--- src/hdl/nvm_protect_pkg.sv ---
// Constants, field positions and carrier types for the flash
// protection, option and command object register bank.
// Assumes a byte-wide register port and one 250 MHz clock.
//
// Notes on behaviour
// - size only grows; disable only falls
// - disable clear protects range; set protects none
// - reset sequence loads protection byte from configuration
// - double-bit fault forces full protection
// - protected program or erase sets violation flag
// - block erase refused while anything protected
// - range starts at base, 32 bytes per step
// - option register readable, writes ignored
// - reset sequence loads all option bits
// - double-bit fault sets all option bits
// - reserved test register reads zero, ignores writes
// - six 16-bit words, byte-wide access
// - writing one to complete flag launches
// - fields locked while busy; done sets flag
// - results valid only after flag returns
// - word zero code and address high byte
// - busy flag blocks command array writes
package nvm_protect_pkg;

   // ------------------------------------------------------------
   // register offsets on the byte port
   // ------------------------------------------------------------
   localparam logic [7:0] OFF_INDEX = 8'h02;
   localparam logic [7:0] OFF_STATUS = 8'h06;
   localparam logic [7:0] OFF_EEPROT = 8'h09;
   localparam logic [7:0] OFF_OPTION = 8'h0A;
   localparam logic [7:0] OFF_RSVD = 8'h0B;
   localparam logic [7:0] OFF_CMD_HI = 8'h0C;
   localparam logic [7:0] OFF_CMD_LO = 8'h0D;
   localparam logic [7:0] OFF_IRQ_ST = 8'h0E;
   localparam logic [7:0] OFF_IRQ_MASK = 8'h0F;

   // ------------------------------------------------------------
   // field positions
   // ------------------------------------------------------------
   localparam int ST_CCF_BIT = 7;
   localparam int ST_VIOL_BIT = 5;
   localparam int PROT_DIS_BIT = 7;
   localparam int IRQ_DONE_BIT = 0;
   localparam int IRQ_VIOL_BIT = 1;

   // ------------------------------------------------------------
   // reset and fault values
   // ------------------------------------------------------------
   localparam logic [3:0] PROT_SIZE_FULL = 4'hF;
   localparam logic [7:0] OPT_ALL_SET = 8'hFF;
   localparam logic [2:0] CMD_WORDS = 3'h6;

   // configuration field addresses fetched by the reset loader
   localparam logic [23:0] CFG_PROT_ADDR = 24'hFF_FE0D;
   localparam logic [23:0] CFG_OPT_ADDR = 24'hFF_FE0E;

   // ------------------------------------------------------------
   // protected eeprom window
   // ------------------------------------------------------------
   localparam logic [23:0] EE_BASE = 24'h10_0000;
   localparam int EE_STEP_SHIFT = 5;

   // command words handed to the memory controller
   typedef struct packed {
      logic [7:0] code;
      logic [23:0] addr;
      logic [3:0][15:0] data;
      logic [2:0] words;
   } cmd_s;

   // whole register state of the bank
   typedef struct packed {
      logic ccf;
      logic viol;
      logic [2:0] idx;
      logic protDis;
      logic [3:0] protSize;
      logic [7:0] opt;
      logic [5:0][15:0] words;
      logic [1:0] irqSt;
      logic [1:0] irqMask;
      logic [7:0] rdData;
      logic launch;
   } state_s;

endpackage

--- src/hdl/nvm_protect_cmd_regs.sv ---
// Protection, option, reserved and command object registers
// of an embedded flash module, with launch handshake.
// Assumes a same-clock reset loader and memory controller.
//
// Local design decision: strobed register access.
`timescale 1ns/1ns

module nvm_protect_cmd_regs
(
   // clock and reset
   input wire logic mclk,
   input wire logic rstn,
   // register port
   input wire logic [7:0] regAddr,
   input wire logic [7:0] regWdata,
   input wire logic regWr,
   input wire logic regRd,
   output logic [7:0] regRdata,
   // reset loader of nonvolatile bytes
   input wire logic nvLoad,
   input wire logic [7:0] nvProtByte,
   input wire logic nvProtDbe,
   input wire logic [7:0] nvOptByte,
   input wire logic nvOptDbe,
   // memory controller command side
   output logic cmdLaunch,
   output nvm_protect_pkg::cmd_s cmdOut,
   input wire logic cmdDone,
   input wire logic resWe,
   input wire logic [2:0] resIdx,
   input wire logic [15:0] resData,
   // protection check of a program or erase
   input wire logic chkValid,
   input wire logic [23:0] chkAddr,
   input wire logic chkBlkErase,
   output logic chkDenied,
   // option bits and interrupt
   output logic [7:0] optionBits,
   output logic irq
);

   // ------------------------------------------------------------
   // state and decode
   // ------------------------------------------------------------
   nvm_protect_pkg::state_s q; // registered state
   nvm_protect_pkg::state_s d; // next state
   logic [23:0] protEnd; // first address past the window
   logic [4:0] sizeP1; // size code plus one
   logic inRange; // check address inside window
   logic violEvt; // a denied check this cycle
   logic wrIdx; // write strobes per register
   logic wrStatus;
   logic wrProt;
   logic wrCmdHi;
   logic wrCmdLo;
   logic wrIrqSt;
   logic wrIrqMask;

   // ------------------------------------------------------------
   // protection window
   // ------------------------------------------------------------

   // window length is 32 bytes times code plus one
   always_comb
   begin
      sizeP1 = {1'b0, q.protSize} + 5'h1;
      protEnd = nvm_protect_pkg::EE_BASE
         + {14'h0, sizeP1, 5'h0};
      inRange = (chkAddr >= nvm_protect_pkg::EE_BASE)
         && (chkAddr < protEnd);
   end

   // a block erase hits whenever any sector is protected,
   // and with the disable bit clear at least one always is
   assign chkDenied = chkValid && !q.protDis
      && (chkBlkErase || inRange);
   assign violEvt = chkDenied;

   // ------------------------------------------------------------
   // write strobes
   // ------------------------------------------------------------

   // address decode for writes
   always_comb
   begin
      wrIdx = 1'b0;
      wrStatus = 1'b0;
      wrProt = 1'b0;
      wrCmdHi = 1'b0;
      wrCmdLo = 1'b0;
      wrIrqSt = 1'b0;
      wrIrqMask = 1'b0;
      if (!regWr)
      begin
         wrIdx = 1'b0;
      end
      else if (regAddr == nvm_protect_pkg::OFF_INDEX)
      begin
         wrIdx = 1'b1;
      end
      else if (regAddr == nvm_protect_pkg::OFF_STATUS)
      begin
         wrStatus = 1'b1;
      end
      else if (regAddr == nvm_protect_pkg::OFF_EEPROT)
      begin
         wrProt = 1'b1;
      end
      else if (regAddr == nvm_protect_pkg::OFF_CMD_HI)
      begin
         wrCmdHi = 1'b1;
      end
      else if (regAddr == nvm_protect_pkg::OFF_CMD_LO)
      begin
         wrCmdLo = 1'b1;
      end
      else if (regAddr == nvm_protect_pkg::OFF_IRQ_ST)
      begin
         wrIrqSt = 1'b1;
      end
      else if (regAddr == nvm_protect_pkg::OFF_IRQ_MASK)
      begin
         wrIrqMask = 1'b1;
      end
      // option and reserved writes fall through unused
   end

   // ------------------------------------------------------------
   // next state
   // ------------------------------------------------------------

   always_comb
   begin
      d = q;
      d.launch = 1'b0;
      d.rdData = 8'h00;

      // word index is free to change at any time
      if (wrIdx)
      begin
         d.idx = regWdata[2:0];
      end

      // writing one to the complete flag launches; a one while
      // busy does nothing, so a command cannot be relaunched
      if (wrStatus && regWdata[nvm_protect_pkg::ST_CCF_BIT]
         && q.ccf)
      begin
         d.ccf = 1'b0;
         d.launch = 1'b1;
      end
      // controller finish brings the flag back
      if (cmdDone && !q.ccf)
      begin
         d.ccf = 1'b1;
      end

      // violation flag: write one clears, a new event wins
      if (wrStatus && regWdata[nvm_protect_pkg::ST_VIOL_BIT])
      begin
         d.viol = 1'b0;
      end
      if (violEvt)
      begin
         d.viol = 1'b1;
      end

      // protection may only be added, never removed
      if (wrProt)
      begin
         if (q.protDis && !regWdata[nvm_protect_pkg::PROT_DIS_BIT])
         begin
            d.protDis = 1'b0;
         end
         if (regWdata[3:0] > q.protSize)
         begin
            d.protSize = regWdata[3:0];
         end
      end

      // byte writes into the command array, only when idle and
      // only for the six real words
      if (q.ccf && (q.idx < nvm_protect_pkg::CMD_WORDS))
      begin
         if (wrCmdHi)
         begin
            d.words[q.idx][15:8] = regWdata;
         end
         if (wrCmdLo)
         begin
            d.words[q.idx][7:0] = regWdata;
         end
      end

      // controller returns results while still busy, so it
      // never races a software write
      if (resWe && !q.ccf && (resIdx < nvm_protect_pkg::CMD_WORDS))
      begin
         d.words[resIdx] = resData;
      end

      // interrupt status: write one clears, events win
      if (wrIrqSt)
      begin
         d.irqSt = q.irqSt & ~regWdata[1:0];
      end
      if (cmdDone && !q.ccf)
      begin
         d.irqSt[nvm_protect_pkg::IRQ_DONE_BIT] = 1'b1;
      end
      if (violEvt)
      begin
         d.irqSt[nvm_protect_pkg::IRQ_VIOL_BIT] = 1'b1;
      end
      if (wrIrqMask)
      begin
         d.irqMask = regWdata[1:0];
      end

      // reset loader has last word on the loaded bytes
      if (nvLoad)
      begin
         if (nvProtDbe)
         begin
            d.protDis = 1'b0;
            d.protSize = nvm_protect_pkg::PROT_SIZE_FULL;
         end
         else
         begin
            d.protDis = nvProtByte[nvm_protect_pkg::PROT_DIS_BIT];
            d.protSize = nvProtByte[3:0];
         end
         if (nvOptDbe)
         begin
            d.opt = nvm_protect_pkg::OPT_ALL_SET;
         end
         else
         begin
            d.opt = nvOptByte;
         end
      end

      // read data, answered one cycle after the strobe
      if (!regRd)
      begin
         d.rdData = 8'h00;
      end
      else if (regAddr == nvm_protect_pkg::OFF_INDEX)
      begin
         d.rdData = {5'h00, q.idx};
      end
      else if (regAddr == nvm_protect_pkg::OFF_STATUS)
      begin
         d.rdData = {q.ccf, 1'b0, q.viol, 5'h00};
      end
      else if (regAddr == nvm_protect_pkg::OFF_EEPROT)
      begin
         d.rdData = {q.protDis, 3'h0, q.protSize};
      end
      else if (regAddr == nvm_protect_pkg::OFF_OPTION)
      begin
         d.rdData = q.opt;
      end
      else if (regAddr == nvm_protect_pkg::OFF_RSVD)
      begin
         d.rdData = 8'h00;
      end
      else if (regAddr == nvm_protect_pkg::OFF_CMD_HI)
      begin
         if (q.idx < nvm_protect_pkg::CMD_WORDS)
         begin
            d.rdData = q.words[q.idx][15:8];
         end
      end
      else if (regAddr == nvm_protect_pkg::OFF_CMD_LO)
      begin
         if (q.idx < nvm_protect_pkg::CMD_WORDS)
         begin
            d.rdData = q.words[q.idx][7:0];
         end
      end
      else if (regAddr == nvm_protect_pkg::OFF_IRQ_ST)
      begin
         d.rdData = {6'h00, q.irqSt};
      end
      else if (regAddr == nvm_protect_pkg::OFF_IRQ_MASK)
      begin
         d.rdData = {6'h00, q.irqMask};
      end
   end

   // ------------------------------------------------------------
   // state register
   // ------------------------------------------------------------

   // until the loader runs the bank is fully protected, which
   // is the safe side if the loader never comes
   always_ff @(posedge mclk or negedge rstn)
   begin
      if (!rstn)
      begin
         q <= '0;
         q.ccf <= 1'b1;
         q.protSize <= nvm_protect_pkg::PROT_SIZE_FULL;
         q.opt <= nvm_protect_pkg::OPT_ALL_SET;
      end
      else
      begin
         q <= d;
      end
   end

   // ------------------------------------------------------------
   // outputs
   // ------------------------------------------------------------

   // command fields as laid out in the array
   always_comb
   begin
      cmdOut.code = q.words[0][15:8];
      cmdOut.addr = {q.words[0][7:0], q.words[1]};
      cmdOut.data = {q.words[5], q.words[4], q.words[3], q.words[2]};
      cmdOut.words = q.idx;
   end

   assign regRdata = q.rdData;
   assign cmdLaunch = q.launch;
   assign optionBits = q.opt;
   assign irq = |(q.irqSt & q.irqMask);
endmodule

--- config.mk ---
export PLATFORM = sky130hd
export DESIGN_NAME = nvm_protect_cmd_regs
export DESIGN_NICKNAME = d
export VERILOG_FILES = /design/src/hdl/nvm_protect_pkg.sv /design/src/hdl/nvm_protect_cmd_regs.sv
export SDC_FILE = /design/constraint.sdc
export NUM_CORES = 1
export LEC_CHECK = 0
export BUFFER_PORTS_ARGS = -buffer_cell sky130_fd_sc_hd__buf_4
export CORE_UTILIZATION = 55
export DETAILED_ROUTE_END_ITERATION = 10
export GPL_TIMING_DRIVEN = 0
export PLACE_DENSITY = 0.82
export SYNTH_ARGS = -nofsm -noshare
export SYNTH_HDL_FRONTEND = slang
export SYNTH_SLANG_ARGS = --single-unit
--- constraint.sdc ---
create_clock -name mclk -period 2.25 [get_ports mclk]
set_input_delay 0.225 -clock mclk [delete_from_list [all_inputs] [get_ports mclk]]
set_output_delay 0.225 -clock mclk [all_outputs]
set_load 0.03 [all_outputs]
==> impl_metrics.ini <==
[run_status]
status = finished, violations left
violations = setup timing

[logic_synthesis]
synth_top_cell_by_area = dfrtp_1
yosysSeqAreaShare_pct = 38.6
ys_top_cells_by_area = dfrtp_1, mux2i_1, buf_4
netlist_area_um2 = 8270
syn-num-nets = 989
synth.avg_cell_area_um2 = 9.25
synth.distinct_cells = 68
synth_ff_type = dfrtp_1
synth_edf_count = 0
synth.top_cell.area_share_pct = 34.5
synth_common_cells = nand2_1, mux2i_1, buf_4, dfrtp_1, o21ai_0
synth-async-reset-ratio_pct = 100
yosys_warnings = 0
ys_ff_latch = 127
syn_inst = 894
yosysMostFrequentCell = nand2_1

[cts]
clock_latency_ns = 0.42
cts_tree = done
path_clk_slew_ns = 0.05
cts_sinks = 127
numCtsBuffers = 17
htree_levels = 4
clockBufferDepth = 2
cts-root-buf = clkbuf_16

[drt]
wl_met2_um = 13600
drt-initial-drc-count = 1126
final_antenna_net_count = 0
postRouteWirelength_um = 30400
wire_per_inst_um = 23.1
wl_met1_um = 10900
topRoutingLayerUsed = met4
drc_errors = 0
vias = 8213
via_per_inst = 6.26
drt-pass1-iter-count = 6
dr_wl_met3_um = 4330

[placement]
dp_hpwl_um = 20700
placed_cells = 1271
port_buffers = 192
place.gp.congestion = 0.958

[min_path]
holdPathStages = 2
hold_path_class = in2reg
hold_start = nvOptByte[6]
min_to = optionBits[6]

[global_route]
grt_usage_pct = 38.4
overflow = 0
grt_pass1_wl_um = 45200
first_global_vias = 7921
grt_max_degree = 89
antenna_found_initial = 0

[sta]
rsz0062_at_grt = yes
tns_ns = -0.355
hold_slack_ns = 0.0166
slew_violations = 0
fmax_mhz = 390
report.final.hold_viol_count = 0
maxSlewHeadroom_pct = 40.4
tightest_slew_ns = 0.895
setup_ws_ns = -0.317
finalSetupViolCount = 3
period_share_pct = 114
clock_skew_ns = 0.00915
layout_min_cycle_time_ns = 2.57

[setup_path]
cp_cell_sequence = ha_1 > inv_1 > ha_1 > o21a_1 > o21a_1 > o211ai_1 > a21oi_2 > nor2_1 > buf_4
endpoint_kind = output pin
slowest_delay_ns = 0.54
r2r-start = q[126]
path_buf_inv = 2
rr_worst_depth = 4
rrSetupSlack_ns = -0.03
cp_max_fo = 2
cp_top_family = compound AO/OA/AOI/OAI gates
reg2reg_to = cmdOut[51]
worstSetupPathType = reg2out
required_ns = 2.03
startpoint_type = register
cp.arrival_ns = 2.34
crit_slowest_cell = dfstp_2

[run]
max-cap-violations = 0

[floorplan]
start_util_pct = 56.7
fp.dieH_um = 125
fp-row-count = 44
dieArea_um2 = 15500
die_width_um = 125
io_pins = 204
coreArea_um2 = 14600

[power]
vdd_drop_max_v = 0.000533
powerDensity_nw_per_um2 = 587
finalPower_uw = 6290
leakage_uw = 0.00504

[finish]
finalNetCount = 1211
finish.utilization_pct = 73.4
area_growth_pct = 29.5
finalNonFillerCells = 1312
drive_above_1_share_pct = 37.7
fillers = 1107
antenna_cells = 0
-- timing repair --
item / 4_1_cts / 5_1_grt
resized for setup: 14 / 21
cloned: 0 / 0
hold buffers: 1 / 0
setup buffers: 9 / 1
endpoints found under the setup margin: 65 / 58
endpoints found under the hold margin: 27 / 0
pin swaps: 7 / 1
-- metal layers --
metal | vias up | track usage [%]
met5 | - | 0
met4 | 0 | 22.7
met3 | 134 | 12.8
met2 | 731 | 57.6
met1 | 3854 | 48.0
li1 | 3494 | -
-- where the power goes --
part           internal, uW  leakage (uW)  switching (uW)  total [uW]
Clock                  1510      0.000271            1050        2560
Sequential             2400       0.00169             113        2520
Combinational           521       0.00308             686        1210
-- cell usage in the layout (no fill, tap or decap), drive strengths merged, types with 13 or more instances in the layout --
master / count
nor2: 22
dfrtp: 114
o21ai: 116
buf: 341
dfstp: 13
mux2i: 124
nand2: 128
a21oi: 23
clkbuf: 57
-- flip-flops by register name (all words and copies together) (netlist names) --
register and cells:
cmdLaunch 1, cmdOut 99, optionBits 8, q 11
regRdata 8
-- cell families after synthesis --
family                     count (synthesis)  synth area share (%)
adders and majority gates                  9                  1.36
DFF                                      127                  38.6
buffers and inverters                    186                  14.2
xor gates and xnor gates                   2                 0.212
AOI/OAI and AO/OA                        205                  14.7
muxes                                    133                  16.7
and+or+nand+nor                          232                  14.3
-- worst register-to-register path, cell delays in order (launching register included) --
cell,delay (ns)
dfstp_2,0.42
nand3b_1,0.19
nor2_1,0.54
clkbuf_1,0.74
o21ai_0,0.23
-- stage by stage --
step           cell area [um2]  worst slack, ns
5_1_grt                  10700           -0.404
4_1_cts                  10700           -0.317
6_report                 10700           -0.317
3_3_place_gp              9940           -0.391
2_1_floorplan             8270           0.0613
3_5_place_dp              9970           -0.404
-- final cells by class --
type                       instances  area (um2)  area share [%]
tap                              184         230            2.15
sequential                       127        3200            29.9
inverter                          11        41.3           0.386
multi-input combinational        581        3930            36.7
clock buffer                      21         480            4.49
timing repair buffer             204        1610            15.0
buffer                           174        1160            10.8
clock inverter                    10        62.6           0.584
-- worst max path at each step --
| stage | from | end | slack, ns | cells after the start |
|---|---|---|---|---|
| floorplan | q[117] | chkDenied | 0.06 | 8 |
| global placement | cmdOut[0] | regRdata[2] | -0.39 | 8 |
| detailed placement | regAddr[5] | cmdOut[63] | -0.40 | 6 |
| CTS | q[117] | chkDenied | -0.32 | 9 |
| global route | q[117] | chkDenied | -0.40 | 9 |
| finish | q[118] | chkDenied | -0.32 | 9 |
Power figures use the tool's default switching activity.
